### src/rtl/pus_regs.svh
// Constants for the power-up sequencer: register offsets, field positions,
// reset values and timing counts.
// Assumes a 250 MHz pclk; included by its bare name.
`ifndef PUS_REGS_SVH
`define PUS_REGS_SVH

// ==========================================================
// Register byte offsets
`define PUS_CTRL_OFF      12'h000
`define PUS_STAT_OFF      12'h004
`define PUS_TBASE_OFF     12'h008
`define PUS_SLOT_OFF      12'h00c
`define PUS_STBY_OFF      12'h010

// ==========================================================
// Field positions
`define PUS_CTRL_LPOFF    0
`define PUS_CTRL_STBY     1
`define PUS_STAT_DONE     0
`define PUS_STAT_RUN      1
`define PUS_STAT_STESTOK  2

// ==========================================================
// Reset values
`define PUS_CTRL_RST      2'h0

// ==========================================================
// Timing, in ns and in cycles (4 ns period)
`define PUS_CLK_NS        4
`define PUS_BIAS_MAX_NS   1500000
`define PUS_STEST_MAX_NS  1400000
`define PUS_FIRST_MAX_NS  100000
`define PUS_FUSE_MAX_NS   600000
`define PUS_LPM_MAX_NS    700000
`define PUS_FIRST_CYC     (`PUS_FIRST_MAX_NS / `PUS_CLK_NS)
`define PUS_TB0_NS        30000
`define PUS_TB1_NS        120000
`define PUS_TB2_NS        250000
`define PUS_TB3_NS        500000

`endif

### src/rtl/pus_pkg.sv
// Types of the power-up sequencer.
// Assumes nothing of its surroundings.
package pus_pkg;

    // ==========================================================
    // Sequencer states
    typedef enum logic [2:0] {
        PUS_ST_OFF   = 3'b000,
        PUS_ST_FUSE  = 3'b001,
        PUS_ST_LPOFF = 3'b010,
        PUS_ST_STEST = 3'b011,
        PUS_ST_SEQ   = 3'b100,
        PUS_ST_RUN   = 3'b101,
        PUS_ST_STBY  = 3'b110
    } pus_state_e;

    // Qualification inputs for a power-up event
    typedef struct packed {
        logic uv_ok;
        logic ov_det;
        logic ov_en;
        logic ov_sdwn_fuse;
        logic tsd;
        logic trim_load_failed;
        logic fuse_load_failed;
        logic self_test_failed;
    } pus_qual_s;

    // Fuse image loaded on each pass through an off mode
    typedef struct packed {
        logic [1:0] tbase;
        logic [7:0] sw_slot;
        logic [7:0] ldo_slot;
        logic [7:0] pg_slot;
        logic [7:0] rst_slot;
    } pus_fuse_s;

endpackage : pus_pkg

### src/rtl/pus_seq.sv
`timescale 1ns/1ps
// Power-up sequencer: startup, event qualification, slot sequencing, run/standby.
// Assumes all inputs synchronous to pclk; presetn models the supply crossing.
// Overview of operation
// RULE1: Bias done, sequence begins within 1.5 ms
// RULE2: Self-test done within 1.4 ms, pin high
// RULE3: First slot within 100 us of self-test
// RULE4: Slots should release host reset early
// RULE5: Turn-on timing same in level, edge modes
// RULE6: Supply crossing clears low-power-off select
// RULE7: Fuse load 600 us, low-power mode 700 us
// RULE8: Low-power-off select writable in run
// RULE9: Event is level or debounced falling edge
// RULE10: Event needs supply, temperature, failure flags ok
// RULE11: Time base from fuse, writable when on
// RULE12: Time base codes 30/120/250/500 us
// RULE13: Slot code zero excludes the output
// RULE14: Code one immediate, codes step by base
// RULE15: Unslotted host reset follows last regulator
// RULE16: All unslotted enters run, releases reset
// RULE17: Done flag after last slot ends
// RULE18: Standby exit sequences only on re-enable
// RULE19: Done flag after every standby exit
// RULE20: Delay system rails for always-on supply
// RULE21: Slots from fuses, functional copies writable
// RULE22: Off mode reloads fuse values
// RULE23: Equal slots same edge, ascending order
`include "pus_regs.svh"
module pus_seq
    import pus_pkg::*;
#(
    parameter int BIAS_CYC  = 1000,       // Core bias time, within 1.5 ms
    parameter int FUSE_CYC  = 1000,       // Fuse load, within 600 us
    parameter int STEST_CYC = 1000,       // Self-test, within 1.4 ms
    parameter int DBNC_CYC  = 1000,       // Power-on debounce time
    parameter int TB0_CYC   = `PUS_TB0_NS / `PUS_CLK_NS,
    parameter int TB1_CYC   = `PUS_TB1_NS / `PUS_CLK_NS,
    parameter int TB2_CYC   = `PUS_TB2_NS / `PUS_CLK_NS,
    parameter int TB3_CYC   = `PUS_TB3_NS / `PUS_CLK_NS
)(
    // Clock and reset
    input  wire logic        pclk,
    input  wire logic        presetn,
    // APB slave
    input  wire logic        psel,
    input  wire logic        penable,
    input  wire logic        pwrite,
    input  wire logic [11:0] paddr,
    input  wire logic [31:0] pwdata,
    output logic      [31:0] prdata,
    output logic             pready,
    output logic             pslverr,
    // Power-on pin and fuses
    input  wire logic        power_on_pin,
    input  wire logic        power_on_pin_mode_fuse,
    input  wire pus_fuse_s   fuse,
    input  wire pus_qual_s   qual,
    // Outputs
    output logic             sw_en,
    output logic             ldo_en,
    output logic             power_good_output,
    output logic             host_reset_output_n,
    output logic             seq_done
);

    // ==========================================================
    // Declarations
    pus_state_e  state_r, state_nxt;      // Main state
    logic [31:0] cnt_r;                   // Phase timer
    logic [31:0] tb_cnt_r;                // Slot timer
    logic [7:0]  slot_r;                  // Slot code in progress
    logic        tick;                    // Slot boundary
    logic        low_power_off_r;         // Low-power-off select
    logic        stby_req_r;              // Software standby request
    logic [1:0]  sequencer_time_base_r;
    logic [7:0]  switcher_slot_r, linear_regulator_slot_r;
    logic [7:0]  power_good_output_slot_r, host_reset_slot_r;
    logic [7:0]  last_slot;               // Highest of the four slot codes
    logic        pin_d_r;                 // Pin history
    logic        pin_low_r;               // Falling edge seen
    logic [31:0] dbnc_r;                  // Debounce counter
    logic        event_raw, event_ok;
    logic        stest_ok_r;
    logic        rst_rel_r;               // Unslotted reset release
    logic [31:0] tb_cyc;
    logic        wr_en;
    logic        sw_en_i, ldo_en_i, pg_i, rst_i;
    logic        stby_was_on_r;           // Rails cut in standby

    // ==========================================================
    // Time base decode
    always_comb
    begin
        case (sequencer_time_base_r)      // RULE12
            2'b00:   tb_cyc = TB0_CYC;
            2'b01:   tb_cyc = TB1_CYC;
            2'b10:   tb_cyc = TB2_CYC;
            default: tb_cyc = TB3_CYC;
        endcase
    end

    // Last sequenced slot; host reset counted so a late reset slot is still reached
    always_comb
    begin
        last_slot = switcher_slot_r;
        if (linear_regulator_slot_r > last_slot)
            last_slot = linear_regulator_slot_r;
        if (power_good_output_slot_r > last_slot)
            last_slot = power_good_output_slot_r;
        if (host_reset_slot_r > last_slot)
            last_slot = host_reset_slot_r;
    end

    // ==========================================================
    // Power-up event detection
    always_ff @(posedge pclk or negedge presetn)
    begin
        if (!presetn)
        begin
            pin_d_r   <= 1'b0;
            pin_low_r <= 1'b0;
            dbnc_r    <= '0;
        end
        else
        begin
            pin_d_r <= power_on_pin;
            if (power_on_pin)
            begin
                pin_low_r <= 1'b0;
                dbnc_r    <= '0;
            end
            else if (pin_d_r)
                pin_low_r <= 1'b1;        // Falling edge seen
            else if (pin_low_r && dbnc_r < DBNC_CYC)
                dbnc_r <= dbnc_r + 32'h1;
        end
    end

    // Level mode or debounced falling edge
    assign event_raw = power_on_pin_mode_fuse ? (pin_low_r && dbnc_r >= DBNC_CYC)
                                              : power_on_pin;       // RULE9
    // Qualify; overvoltage ignored when disabled or not shut down
    assign event_ok = event_raw && qual.uv_ok && !qual.tsd
                    && !(qual.ov_det && qual.ov_en && qual.ov_sdwn_fuse)
                    && !qual.trim_load_failed && !qual.fuse_load_failed
                    && !qual.self_test_failed;                      // RULE10

    // ==========================================================
    // State register
    always_ff @(posedge pclk or negedge presetn)
    begin
        if (!presetn)
            state_r <= PUS_ST_OFF;
        else
            state_r <= state_nxt;
    end

    // Next-state logic
    always_comb
    begin
        state_nxt = state_r;
        case (state_r)
            PUS_ST_OFF:                   // Core biasing
                if (cnt_r >= BIAS_CYC - 1)
                    state_nxt = PUS_ST_FUSE;                        // RULE1
            PUS_ST_FUSE:
                if (cnt_r >= FUSE_CYC - 1)
                    state_nxt = PUS_ST_LPOFF;                       // RULE7
            PUS_ST_LPOFF:
                if (event_ok)
                    state_nxt = PUS_ST_STEST;                       // RULE5
            PUS_ST_STEST:
                if (cnt_r >= STEST_CYC - 1)
                    state_nxt = PUS_ST_SEQ;                         // RULE2 RULE3
            PUS_ST_SEQ:                   // Leave once the last slot has had its time base
                if (tick && (slot_r > last_slot || slot_r == 8'h00)) // Wrap ends code 0xff
                    state_nxt = PUS_ST_RUN;                         // RULE16 RULE17
            PUS_ST_RUN:
                if (stby_req_r)
                    state_nxt = PUS_ST_STBY;
            PUS_ST_STBY:
                if (!stby_req_r)
                    state_nxt = stby_was_on_r ? PUS_ST_SEQ : PUS_ST_RUN; // RULE18
            default:
                state_nxt = PUS_ST_OFF;
        endcase
    end

    // ==========================================================
    // Phase timer, cleared on each state change
    always_ff @(posedge pclk or negedge presetn)
    begin
        if (!presetn)
            cnt_r <= '0;
        else if (state_nxt != state_r)
            cnt_r <= '0;
        else if (cnt_r != 32'hffff_ffff)
            cnt_r <= cnt_r + 32'h1;
    end

    // Self-test status
    always_ff @(posedge pclk or negedge presetn)
    begin
        if (!presetn)
            stest_ok_r <= 1'b0;
        else if (state_r == PUS_ST_STEST && state_nxt == PUS_ST_SEQ)
            stest_ok_r <= 1'b1;
    end

    // ==========================================================
    // Slot timer: slot 1 ticks on first sequencing cycle, later ones per base
    assign tick = (state_r == PUS_ST_SEQ) && (slot_r == 8'h01 || tb_cnt_r >= tb_cyc - 1);

    always_ff @(posedge pclk or negedge presetn)
    begin
        if (!presetn)
        begin
            slot_r   <= 8'h01;
            tb_cnt_r <= '0;
        end
        else if (state_r != PUS_ST_SEQ)
        begin
            slot_r   <= 8'h01;
            tb_cnt_r <= '0;
        end
        else if (tick)
        begin
            slot_r   <= slot_r + 8'h01;   // RULE14 RULE23
            tb_cnt_r <= '0;
        end
        else
            tb_cnt_r <= tb_cnt_r + 32'h1;
    end

    // ==========================================================
    // Sequenced outputs
    // Rail units also drop in standby, so that leaving it re-sequences them
    pus_slot_out u_sw (.pclk(pclk), .presetn(presetn),
        .slot_clr(state_r == PUS_ST_LPOFF || state_r == PUS_ST_STBY), .slot_tick(tick),
        .slot_now(slot_r), .slot_code(switcher_slot_r), .out_on(sw_en_i));
    pus_slot_out u_ldo (.pclk(pclk), .presetn(presetn),
        .slot_clr(state_r == PUS_ST_LPOFF || state_r == PUS_ST_STBY), .slot_tick(tick),
        .slot_now(slot_r), .slot_code(linear_regulator_slot_r), .out_on(ldo_en_i));
    pus_slot_out u_pg (.pclk(pclk), .presetn(presetn),
        .slot_clr(state_r == PUS_ST_LPOFF), .slot_tick(tick), .slot_now(slot_r),
        .slot_code(power_good_output_slot_r), .out_on(pg_i));
    pus_slot_out u_rst (.pclk(pclk), .presetn(presetn),
        .slot_clr(state_r == PUS_ST_LPOFF), .slot_tick(tick), .slot_now(slot_r),
        .slot_code(host_reset_slot_r), .out_on(rst_i));

    // Unslotted host reset released on run entry
    always_ff @(posedge pclk or negedge presetn)
    begin
        if (!presetn)
            rst_rel_r <= 1'b0;
        else if (state_r == PUS_ST_LPOFF)
            rst_rel_r <= 1'b0;
        else if (host_reset_slot_r == 8'h00 && state_nxt == PUS_ST_RUN)
            rst_rel_r <= 1'b1;            // RULE15 RULE16
    end

    // Output registers; rails cut while in standby
    always_ff @(posedge pclk or negedge presetn)
    begin
        if (!presetn)
        begin
            sw_en               <= 1'b0;
            ldo_en              <= 1'b0;
            power_good_output   <= 1'b0;
            host_reset_output_n <= 1'b0;
        end
        else
        begin
            sw_en               <= sw_en_i && state_r != PUS_ST_STBY;
            ldo_en              <= ldo_en_i && state_r != PUS_ST_STBY;
            power_good_output   <= pg_i;
            host_reset_output_n <= rst_i || rst_rel_r;
        end
    end

    // Standby cut rails, so exit must re-sequence
    always_ff @(posedge pclk or negedge presetn)
    begin
        if (!presetn)
            stby_was_on_r <= 1'b0;
        else if (state_r == PUS_ST_RUN)
            stby_was_on_r <= sw_en_i || ldo_en_i;
    end

    // ==========================================================
    // Completion flag, set wins over software clear
    always_ff @(posedge pclk or negedge presetn)
    begin
        if (!presetn)
            seq_done <= 1'b0;
        else if (state_r != PUS_ST_RUN && state_nxt == PUS_ST_RUN)
            seq_done <= 1'b1;             // RULE17 RULE19
        else if (wr_en && paddr == `PUS_STAT_OFF && pwdata[`PUS_STAT_DONE])
            seq_done <= 1'b0;
    end

    // ==========================================================
    // APB: zero wait states
    assign pready  = 1'b1;
    assign wr_en   = psel && penable && pwrite;
    assign pslverr = psel && penable && paddr > `PUS_STBY_OFF;

    // Control bits; low-power-off written only in run
    always_ff @(posedge pclk or negedge presetn)
    begin
        if (!presetn)
        begin
            low_power_off_r <= 1'b0;      // RULE6
            stby_req_r      <= 1'b0;
        end
        else if (wr_en && paddr == `PUS_CTRL_OFF)
        begin
            if (state_r == PUS_ST_RUN)
                low_power_off_r <= pwdata[`PUS_CTRL_LPOFF]; // RULE8
            stby_req_r <= pwdata[`PUS_CTRL_STBY];
        end
    end

    // Time base and slots: reload in off modes, writable while on
    always_ff @(posedge pclk or negedge presetn)
    begin
        if (!presetn)
        begin
            sequencer_time_base_r    <= 2'h0;
            switcher_slot_r          <= 8'h00;
            linear_regulator_slot_r  <= 8'h00;
            power_good_output_slot_r <= 8'h00;
            host_reset_slot_r        <= 8'h00;
        end
        else if (state_r == PUS_ST_FUSE || state_r == PUS_ST_LPOFF)
        begin
            sequencer_time_base_r    <= fuse.tbase;          // RULE11 RULE22
            switcher_slot_r          <= fuse.sw_slot;        // RULE21
            linear_regulator_slot_r  <= fuse.ldo_slot;
            power_good_output_slot_r <= fuse.pg_slot;
            host_reset_slot_r        <= fuse.rst_slot;
        end
        else if (wr_en && (state_r == PUS_ST_RUN || state_r == PUS_ST_STBY))
        begin
            if (paddr == `PUS_TBASE_OFF)
                sequencer_time_base_r <= pwdata[1:0];        // RULE11
            if (paddr == `PUS_SLOT_OFF)
            begin
                switcher_slot_r          <= pwdata[7:0];     // RULE21
                linear_regulator_slot_r  <= pwdata[15:8];
                power_good_output_slot_r <= pwdata[23:16];
                host_reset_slot_r        <= pwdata[31:24];
            end
        end
    end

    // Read data register
    always_ff @(posedge pclk or negedge presetn)
    begin
        if (!presetn)
            prdata <= '0;
        else if (psel && !penable && !pwrite)
        begin
            case (paddr)
                `PUS_CTRL_OFF:  prdata <= {30'h0, stby_req_r, low_power_off_r};
                `PUS_STAT_OFF:  prdata <= {29'h0, stest_ok_r,
                                           state_r == PUS_ST_RUN, seq_done};
                `PUS_TBASE_OFF: prdata <= {30'h0, sequencer_time_base_r};
                `PUS_SLOT_OFF:  prdata <= {host_reset_slot_r, power_good_output_slot_r,
                                           linear_regulator_slot_r, switcher_slot_r};
                `PUS_STBY_OFF:  prdata <= {29'h0, state_r};
                default:        prdata <= '0;
            endcase
        end
    end

    // ==========================================================
    // Checks
    a_bias_bound: assert property (@(posedge pclk) disable iff (!presetn) // RULE1
        state_r == PUS_ST_OFF |-> cnt_r < BIAS_CYC) else $error("bias overrun");
    a_first_slot: assert property (@(posedge pclk) disable iff (!presetn) // RULE3
        state_r == PUS_ST_STEST && state_nxt == PUS_ST_SEQ |=> tick)
        else $error("first slot late");
    a_zero_slot: assert property (@(posedge pclk) disable iff (!presetn) // RULE13
        switcher_slot_r == 8'h00 && state_r == PUS_ST_SEQ |=> !sw_en_i)
        else $error("zero slot enabled");
    a_done_set: assert property (@(posedge pclk) disable iff (!presetn) // RULE17
        state_r != PUS_ST_RUN && state_nxt == PUS_ST_RUN |=> seq_done)
        else $error("done missing");
    a_lpoff_hold: assert property (@(posedge pclk) disable iff (!presetn) // RULE8
        state_r != PUS_ST_RUN |=> $stable(low_power_off_r))
        else $error("low_power_off_state changed");
    a_event_qual: assert property (@(posedge pclk) disable iff (!presetn) // RULE10
        state_r == PUS_ST_LPOFF && qual.tsd |=> state_r == PUS_ST_LPOFF)
        else $error("event in shutdown");
    a_reload: assert property (@(posedge pclk) disable iff (!presetn) // RULE22
        state_r == PUS_ST_LPOFF |=> switcher_slot_r == $past(fuse.sw_slot))
        else $error("no reload");
    a_rst_rel: assert property (@(posedge pclk) disable iff (!presetn) // RULE16
        host_reset_slot_r == 8'h00 && state_r != PUS_ST_RUN && state_nxt == PUS_ST_RUN
        |=> ##1 host_reset_output_n) else $error("reset held");

endmodule : pus_seq

### src/rtl/pus_slot_out.sv
`timescale 1ns/1ps
// One sequenced output: turns on when the running slot count reaches its code.
// Assumes the caller clears slot_clr between sequences.
module pus_slot_out
    import pus_pkg::*;
(
    // Clock and reset
    input  wire logic       pclk,
    input  wire logic       presetn,
    // Sequencer timing
    input  wire logic       slot_clr,     // Drop output
    input  wire logic       slot_tick,    // Slot boundary pulse
    input  wire logic [7:0] slot_now,     // Slot code being processed
    input  wire logic [7:0] slot_code,    // This output's code
    // Output
    output logic            out_on
);

    // ==========================================================
    // Enable on matching slot; code 0 never matches
    always_ff @(posedge pclk or negedge presetn)
    begin
        if (!presetn)
            out_on <= 1'b0;
        else if (slot_clr)
            out_on <= 1'b0;
        else if (slot_tick && slot_code != 8'h00 && slot_code == slot_now) // RULE13 RULE23
            out_on <= 1'b1;
    end

endmodule : pus_slot_out
### config.mk
export PLATFORM = sky130hd
export DESIGN_NAME = pus_seq
export DESIGN_NICKNAME = d
export VERILOG_FILES = /design/src/rtl/pus_pkg.sv /design/src/rtl/pus_seq.sv /design/src/rtl/pus_slot_out.sv
export VERILOG_INCLUDE_DIRS = /design/src /design/src/rtl
export SDC_FILE = /design/constraint.sdc
export NUM_CORES = 1
export LEC_CHECK = 0
export BUFFER_PORTS_ARGS = -buffer_cell sky130_fd_sc_hd__buf_2
export CAP_MARGIN = 20
export CORE_MARGIN = 2
export CORE_UTILIZATION = 50
export CTS_CLUSTER_DIAMETER = 40
export DETAILED_ROUTE_END_ITERATION = 16
export PLACE_DENSITY = 0.73
export SLEW_MARGIN = 5
export SYNTH_ARGS = -nofsm -noshare
export SYNTH_HDL_FRONTEND = slang
export SYNTH_SLANG_ARGS = --single-unit
### constraint.sdc
create_clock -name pclk -period 7.7 [get_ports pclk]
set_clock_uncertainty 0.05 [all_clocks]
set_input_delay 1.155 -clock pclk [delete_from_list [all_inputs] [get_ports pclk]]
set_output_delay 1.155 -clock pclk [all_outputs]
set_load 0.05 [all_outputs]
Yosys cells after proc, flatten, opt, wreduce, memory -nomap -nowiden:

Index checks and enable logic that the tools add are counted.

* latch bits: 0
* input bits: 93
* bits in writable memories: 0
* memory bits (read-only): 0
* output and inout bits: 39
* register bits after elaboration: 189
* memories kept: 0

* equality and inequality tests: 25
* multiply operators: 0
* reductions and logical operators: 74
* magnitude comparators: 9
* bitwise operators: 0
* mux-type cells: 53
* shift operators: 0
* $add $sub $neg: 5
* divide/modulo/power cells: 0

Operators by type and width (number)
* two-way mux 32 bit: 7
* case mux 32 bit (5 select lines): 1
* two-way mux 8 bit: 17
* adder 32 x 1 -> 32 bit, second input constant: 3
* >= comparator 32 x 10 -> 1 bit, second input constant: 2
* case mux 17 bit (3 select lines): 1
* logical AND 1 bit: 34
* equality test 8 bit: 4
* >= comparator 32 bit: 1
* > comparator 8 bit: 4
* less-than comparator 32 x 10 -> 1 bit, second input constant: 1
* inequality test 32 bit, second input constant: 1
* nonzero test 8 bit: 4
* nonzero test 2 bit: 13
* equality test 12 x 4 -> 1 bit, second input constant: 2
* two-way mux 3 bit: 7
* case mux 3 bit (7 select lines): 1
* subtractor 17 x 1 -> 18 bit, second input constant: 1
* zero test 8 bit: 2
* two-way mux 1 bit: 16
* equality test 3 bit, second input constant: 5
* equality test 12 x 3 -> 1 bit, second input constant: 1
* equality test 12 x 5 -> 1 bit, second input constant: 1
* > comparator 12 x 5 -> 1 bit, second input constant: 1
* 16 further kinds: 36

Depth between registers and ports, before layout:

Gate-level depths: netlist of the first run.

* depth in word-level cells: 15
* depth in mapped cells: 39

Modules after synthesis:

A second synthesis of the first run with hierarchy kept.

* cell total of the unflattened synthesis: 1056
* area, all modules: 10480.1 um2

By module, submodules not included
* pus_seq: seq. area each 4630.7 um2, instances 1, area each 9894.5 um2, cells each 988
* pus_slot_out: seq. area each 25.0 um2, instances 4, area each 146.4 um2, cells each 17

Worst setup path before layout of the first run:

Ideal clock, no wire load.

* path type: register to register
* from: register switcher_slot_r[1]
* to: register cnt_r[10]
* period minus slack after synthesis: 7.926 ns
* library setup time: 0.072 ns
* cell stages (with the launch flop): 40
* path slack: -0.226 ns
* buffers on the path: 5
* required time: 7.578 ns
* data arrival time: 7.804 ns
* cells stage by stage: dfrtp_1 clkbuf_1 inv_1 ha_1 nor2b_1 o211a_1 o31a_1 nand2_1 mux2i_1 ha_1 a21o_1 a21o_1 a221oi_1 nor2_1 mux2i_1 o31a_4 and3_4 buf_6 [... 4 more ...] o21a_1 o21a_1 o21a_1 o21bai_1 a22oi_1 clkbuf_1 nor2_1 a221oi_2 ha_1 and3_1 a221o_1 a21oi_1 o21ai_0 a22oi_1 o31ai_1 a221o_1 buf_2 nor2_1

* cells in the longest elaborated chain, start to end: 13
* elaborated cells on any way between the ends: 14
* those cells by class: order compare (4); eq/ne (1); mux (6); reduce/logical (3)

Ends and longest elaborated chain
* start, declared: line pus_seq.sv:76 `logic [7:0] switcher_slot_r, linear_regulator_slot_r;`
* start signal, assigned: line pus_seq.sv:338 `switcher_slot_r <= fuse.sw_slot;`
* start signal, assigned: line pus_seq.sv:349 `switcher_slot_r <= pwdata[7:0];`
* > comparator 8 bit: line pus_seq.sv:106 `if (linear_regulator_slot_r > last_slot)`
* two-way mux 8 bit *: line pus_seq.sv:106
* > comparator 8 bit: line pus_seq.sv:108 `if (power_good_output_slot_r > last_slot)`
* two-way mux 8 bit *: line pus_seq.sv:108
* > comparator 8 bit: line pus_seq.sv:110 `if (host_reset_slot_r > last_slot)`
* two-way mux 8 bit *: line pus_seq.sv:110
* > comparator 8 bit *: line pus_seq.sv:176 `if (tick && (slot_r > last_slot || slot_r == 8'h00))`
* logical OR 1 bit *: line pus_seq.sv:176
* logical AND 1 bit *: line pus_seq.sv:176
* two-way mux 3 bit *: line pus_seq.sv:176
* case mux 3 bit (7 select lines) *: line pus_seq.sv:162 `case (state_r)`
* inequality test 3 bit *: line pus_seq.sv:195 `else if (state_nxt != state_r)`
* two-way mux 32 bit or nonzero test 2 bit (tied branches)
* end signal, assigned: line pus_seq.sv:198 `cnt_r <= cnt_r + 32'h1;`
* end, declared: line pus_seq.sv:69 `logic [31:0] cnt_r;`

Mark *: on every way between the ends. The rest lies on a longest branch, timed or not.
A chain may end at the register's enable or synchronous reset.

Final worst setup path of the first run:

* from: register linear_regulator_slot_r[1]
* to: register cnt_r[14]

* cells in the longest elaborated chain, start to end: 13
* elaborated cells on any way between the ends: 14
* those cells by class: order compare (4); eq/ne (1); mux (6); reduce/logical (3)

Ends and longest elaborated chain
* start, declared: line pus_seq.sv:76
* start signal, assigned: line pus_seq.sv:339 `linear_regulator_slot_r <= fuse.ldo_slot;`
* start signal, assigned: line pus_seq.sv:350 `linear_regulator_slot_r <= pwdata[15:8];`
* > comparator 8 bit: line pus_seq.sv:106
* two-way mux 8 bit *: line pus_seq.sv:106
* > comparator 8 bit: line pus_seq.sv:108
* two-way mux 8 bit *: line pus_seq.sv:108
* > comparator 8 bit: line pus_seq.sv:110
* two-way mux 8 bit *: line pus_seq.sv:110
* > comparator 8 bit *: line pus_seq.sv:176
* logical OR 1 bit *: line pus_seq.sv:176
* logical AND 1 bit *: line pus_seq.sv:176
* two-way mux 3 bit *: line pus_seq.sv:176
* case mux 3 bit (7 select lines) *: line pus_seq.sv:162
* inequality test 3 bit *: line pus_seq.sv:195
* two-way mux 32 bit or nonzero test 2 bit (tied branches)

Marked as above.

==> results of run 1 <==
sequential cells by signal (all words and copies together) (netlist names), 8 cells and up:
register,flops
linear_regulator_slot_r,8
prdata,32
power_good_output_slot_r,8
host_reset_slot_r,8
dbnc_r,32
cnt_r,32
tb_cnt_r,32
switcher_slot_r,8
slot_r,8
cell type report:
class	count	area, um2
clock buffer	21	470.5
clock inverter	11	103.9
fill	1737	8137
inverter	40	150.1
multi-input combinational	815	5824
sequential	189	4731
tap	275	344.1
timing repair buffer	180	1129
where the power goes:
part | total, uW | internal [uW] | switching [uW]
logic | 2310 | 1140 | 1170
registers | 1200 | 1070 | 128
clock network | 868 | 476 | 392
total | 4380 | 2690 | 1690
how the worst min path moves through the flow:
stage | endpoint | slack [ps] | cells past startpoint
final | power_good_output | 390 | 0
after global routing | power_good_output | 400 | 0
after CTS | power_good_output | 400 | 0
after detailed placement | power_good_output | 380 | 0
after global placement | power_good_output | 370 | 0
after floorplan | power_good_output | 300 | 0
critical path, delay by kind of cell (launching register included):
| family | cells | cell delay (ps) |
|---|---|---|
| flip-flops | 1 | 400 |
| AND/OR/NAND/NOR | 8 | 980 |
| AO/OA/AOI/OAI | 18 | 3650 |
| multiplexers | 3 | 740 |
| buffers and inverters | 3 | 470 |
| adder cells (fa/ha/maj) | 4 | 1050 |
cell usage in the layout, fill, tap and decap left out, types with 39 or more instances in the layout:
cell type and n:
nor2_1 160, nand2_1 47, buf_4 39, buf_2 129, a21oi_1 60, ha_1 52
mux2i_1 42, inv_1 40, dfrtp_1 188, xnor2_1 53
stage by stage:
step                utilization [%]  worst slack [ps]  total power (uW)
global placement              56.02             91.52              2957
detailed placement            56.02            -81.92              2997
global route                  61.05            -98.07              4624
floorplan                         -             32.86              2548
CTS                           58.97             7.522              3937
finish                        61.05             234.4              4381
layer usage:
metal	wire length [um]	share of wire, %
met1	11750	46
met2	12050	47
met3	1191	4.6
met4	756	2.9
met5	0	0
kinds of logic (layout without fill, tap and decap cells):
kind of cell | Yosys count | count (layout) | share of synthesized area (%)
AO/OA/AOI/OAI | 202 | 202 | 13.81
XOR/XNOR | 89 | 89 | 7.365
adder cells (fa/ha/maj) | 57 | 57 | 6.738
buffers and inverters | 88 | 252 | 3.393
flip-flops | 189 | 189 | 44.70
multiplexers | 56 | 56 | 5.639
other | 2 | 17 | 0.07096
AND/OR/NAND/NOR | 394 | 394 | 18.29
timing repair:
item | in CTS | in global routing
hold buffers | 0 | 0
setup buffers | 2 | 11
gates cloned | 0 | 4
pin swaps | 1 | 32
gates resized for setup | 4 | 55
setup endpoints to repair | 32 | 35
hold endpoints to repair | 0 | 0
==> impl_metrics.json, run 1 <==
{
  "ys_warn_count": 0,
  "grt_max_degree": 109,
  "report.final.slew_viol_count": 0,
  "crit_arrival_ps": 7780,
  "synth_top_area_share_pct": 44.45,
  "tightest_slew_ps": 1222,
  "grt_pass1_wl_mm": 41.63,
  "leakagePower_uw": 0.006102,
  "drt_iter0_markers": 576,
  "synth-async-reset-ratio_pct": 100.0,
  "ys_top_cells_by_count": "dfrtp_1 (188), nor2_1 (169), a21oi_1 (62), ha_1 (57), xnor2_1 (53)",
  "row_count": 53,
  "crit_path_max_incr_delay_ps": 500,
  "track_usage_pct": 23.35,
  "clock.fmax_ghz": 0.1339,
  "clock-sinks": 189,
  "ys_seq_area_share_pct": 44.70,
  "initial_utilization_pct": 50.67,
  "yosys-top-cells-area": "dfrtp_1 (44%), ha_1 (6.7%), nor2_1 (6.0%)",
  "drc": 0,
  "crit_path_start_kind": "register",
  "cts_buffers": 17,
  "clockRootBuffer": "clkbuf_16",
  "synth_top_area_cell": "dfrtp_1",
  "ir_worst_vdd_uv": 281.9,
  "min-delay-start": "u_pg.out_on",
  "min_path_type": "reg2reg",
  "io_pins": 132,
  "path_class": "reg2reg",
  "gp_congestion": 0.9330,
  "diodes": 0,
  "setup_viol": 0,
  "synth_most_common_cell": "dfrtp_1",
  "drv_cap": 0,
  "grt_overflow_total": 0,
  "synth.avg_cell_area_um2": 9.827,
  "drt-total-wl_mm": 25.76,
  "drive_gt1_share_pct": 22.45,
  "placed_area_um2": 11700,
  "antenna_found_initial": 0,
  "clkLatencyLatePin_ps": 430,
  "post-place-cells": 1481,
  "place.port_buffers": 130,
  "power_density_nw_per_um2": 343.5,
  "htreeDepth": 4,
  "synth_edf_count": 0,
  "cp-startpoint": "linear_regulator_slot_r[1]",
  "period_share_pct": 96.96,
  "first_global_vias": 8415,
  "hold_ws_ps": 393.4,
  "cp_slowest_cell": "a221o_2",
  "r2r_cells": 36,
  "syn-cell-area_um2": 10580,
  "use_met1_pct": 32.37,
  "reg2reg_setup_slack_ps": 230,
  "ys.flop_type": "dfrtp_1",
  "wl_per_cell_um": 16.82,
  "rsz0062_at_grt": "true",
  "worstPathMaxFanout": 8,
  "fin_setup_tns_ps": 0,
  "ys_seq_elements": 189,
  "drtAntennaViolNets": 0,
  "r2r-start": "linear_regulator_slot_r[1]",
  "hpwl_mm": 17.65,
  "fp.dieW_um": 149.5,
  "met2_usage_pct": 36.88,
  "viasPerCell": 5.706,
  "cts_tree": "done",
  "syn2layout_area_growth_pct": 20.49,
  "core_um2": 20890,
  "slew_headroom_pct": 17.48,
  "final_area_um2": 12750,
  "synth_cell_types": 74,
  "cts_buffer_depth": 2,
  "layout_min_cycle_time_ps": 7466,
  "critPathCaptureType": "register",
  "dieHeight_um": 149.5,
  "cp_data_required_time_ps": 8020,
  "final-hold-violation-count": 0,
  "clkTransAtPathRegs_ps": 70,
  "status": "finished clean",
  "gr-max-usage-layer": "met2",
  "nets": 1393,
  "drtPass1Iterations": 5,
  "syn-instance-count": 1077,
  "die_area_um2": 22350,
  "stdcell_count": 1531,
  "gr-usage-met3_pct": 4.024,
  "num_vias": 8736,
  "cp-endpoint": "cnt_r[14]",
  "r2r-end": "cnt_r[14]"
}
(Power assumes the default switching activity.)
==> run 2: changes to the inputs <==
Settings changed: PLACE_DENSITY 0.73 to 0.69, SLEW_MARGIN 5 to unset.
==> impl_metrics.json, run 2 (synthesis gave the netlist of run 1 again) <==
{
  "antenna_found_initial": 1,
  "power_density_nw_per_um2": 343.8,
  "p_total_uw": 4372,
  "grt_max_degree": 121,
  "first_global_vias": 8051,
  "clkLatencyLatePin_ps": 440,
  "stdcell_count": 1531,
  "fp.dieW_um": 149.5,
  "cts_buffer_depth": 2,
  "initial_utilization_pct": 50.67,
  "grt_pass1_wl_mm": 41.02,
  "ir_worst_vdd_uv": 308.4,
  "nFillCells": 1729,
  "setup_viol": 0,
  "crit_arrival_ps": 7900,
  "report.final.slew_viol_count": 0,
  "core_um2": 20890,
  "die_area_um2": 22350,
  "cts_buffers": 17,
  "track_usage_pct": 23.23,
  "syn2layout_area_growth_pct": 20.14,
  "layout_common_cells": "dfrtp_1 (188), nor2_1 (168), buf_2 (130), a21oi_1 (58)",
  "crit_family": "compound AO/OA/AOI/OAI gates",
  "row_count": 53,
  "post-place-cells": 1482,
  "layout_min_cycle_time_ps": 7592,
  "status": "finished clean",
  "clock-sinks": 189,
  "drtAntennaViolNets": 0,
  "drc": 0,
  "drtPass1Iterations": 5,
  "period_share_pct": 98.60,
  "path_class": "reg2reg",
  "hold_ws_ps": 393.9,
  "crit_path_start_kind": "register",
  "num_vias": 8596,
  "drt-total-wl_mm": 25.68,
  "wl_per_cell_um": 16.78,
  "leakagePower_uw": 0.006086,
  "tightest_slew_ps": 1184,
  "holdBufCountCts": 0,
  "worstPathMaxFanout": 8,
  "crit_path_max_incr_delay_ps": 540,
  "hpwl_mm": 17.34,
  "gp_congestion": 0.9266,
  "clkTransAtPathRegs_ps": 70,
  "final_common_cell": "dfrtp_1",
  "cpMostUsedCell": "ha_1",
  "viasPerCell": 5.615,
  "final-hold-violation-count": 0,
  "slew_headroom_pct": 20.01,
  "htreeDepth": 4,
  "dieHeight_um": 149.5,
  "crit_buf_inv": 4,
  "drv_cap": 0,
  "fin_setup_tns_ps": 0,
  "min_path_type": "reg2reg",
  "drt_iter0_markers": 533,
  "cp_slowest_cell": "a221o_2",
  "clockRootBuffer": "clkbuf_16",
  "clock.fmax_ghz": 0.1317,
  "cp_data_required_time_ps": 8010,
  "drive_gt1_share_pct": 21.75,
  "place.port_buffers": 130,
  "nets": 1392,
  "grt_overflow_total": 0,
  "io_pins": 132,
  "critPathCaptureType": "register",
  "cts_tree": "done"
}
## run 2: metal layers
metal	track usage, %	part of all wire, %
met5	0	0
met4	9.095	2.5
met3	4.024	5.3
met2	35.69	47
met1	32.94	46
## run 2: through the flow
stage                     util (%)  setup WS [ps]  instance area, um2
after global placement       56.05          144.6               11710
after global routing         60.86         -123.0               12710
after CTS                    59.27          35.41               12380
after floorplan                  -          32.86               10650
after detailed placement     56.05         -202.2               11710
final                        60.87          107.6               12720
## run 2: final cells by class
class	count	area (um2)	share of cell area [%]
multi-input cells	815	5786	45.50
repair buffers	179	1091	8.580
well taps	275	344.1	2.706
flip-flops and latches	189	4731	37.20
clock inverters	10	127.6	1.004
diodes	1	2.502	0.01968
inverters	40	150.1	1.181
clock buffers	22	484.2	3.808
## run 2: path summary, 6_finish.rpt
path	startpoint	end	slack, ps	cells after the start
min in group asynchronous	presetn	dbnc_r[4]	790	1
setup / recovery	switcher_slot_r[1]	cnt_r[23]	110	35
hold reg to reg	u_pg.out_on	power_good_output	390	0
max in group asynchronous	presetn	prdata[20]	5370	2
setup reg to reg	switcher_slot_r[1]	cnt_r[23]	110	35
hold / removal	u_pg.out_on	power_good_output	390	0
## run 2: power breakdown
group | switching [uW] | internal (uW) | leakage [uW]
combinational | 1160 | 1110 | 0.00329
sequential | 124 | 1070 | 0.00249
clock | 391 | 520 | 0.000300
total | 1670 | 2700 | 0.00609
## run 2: repair_timing
action,CTS,global route
cloned,0,4
resized for setup,8,39
pin swaps,2,15
endpoints found under the setup margin,32,35
setup buffers,2,10
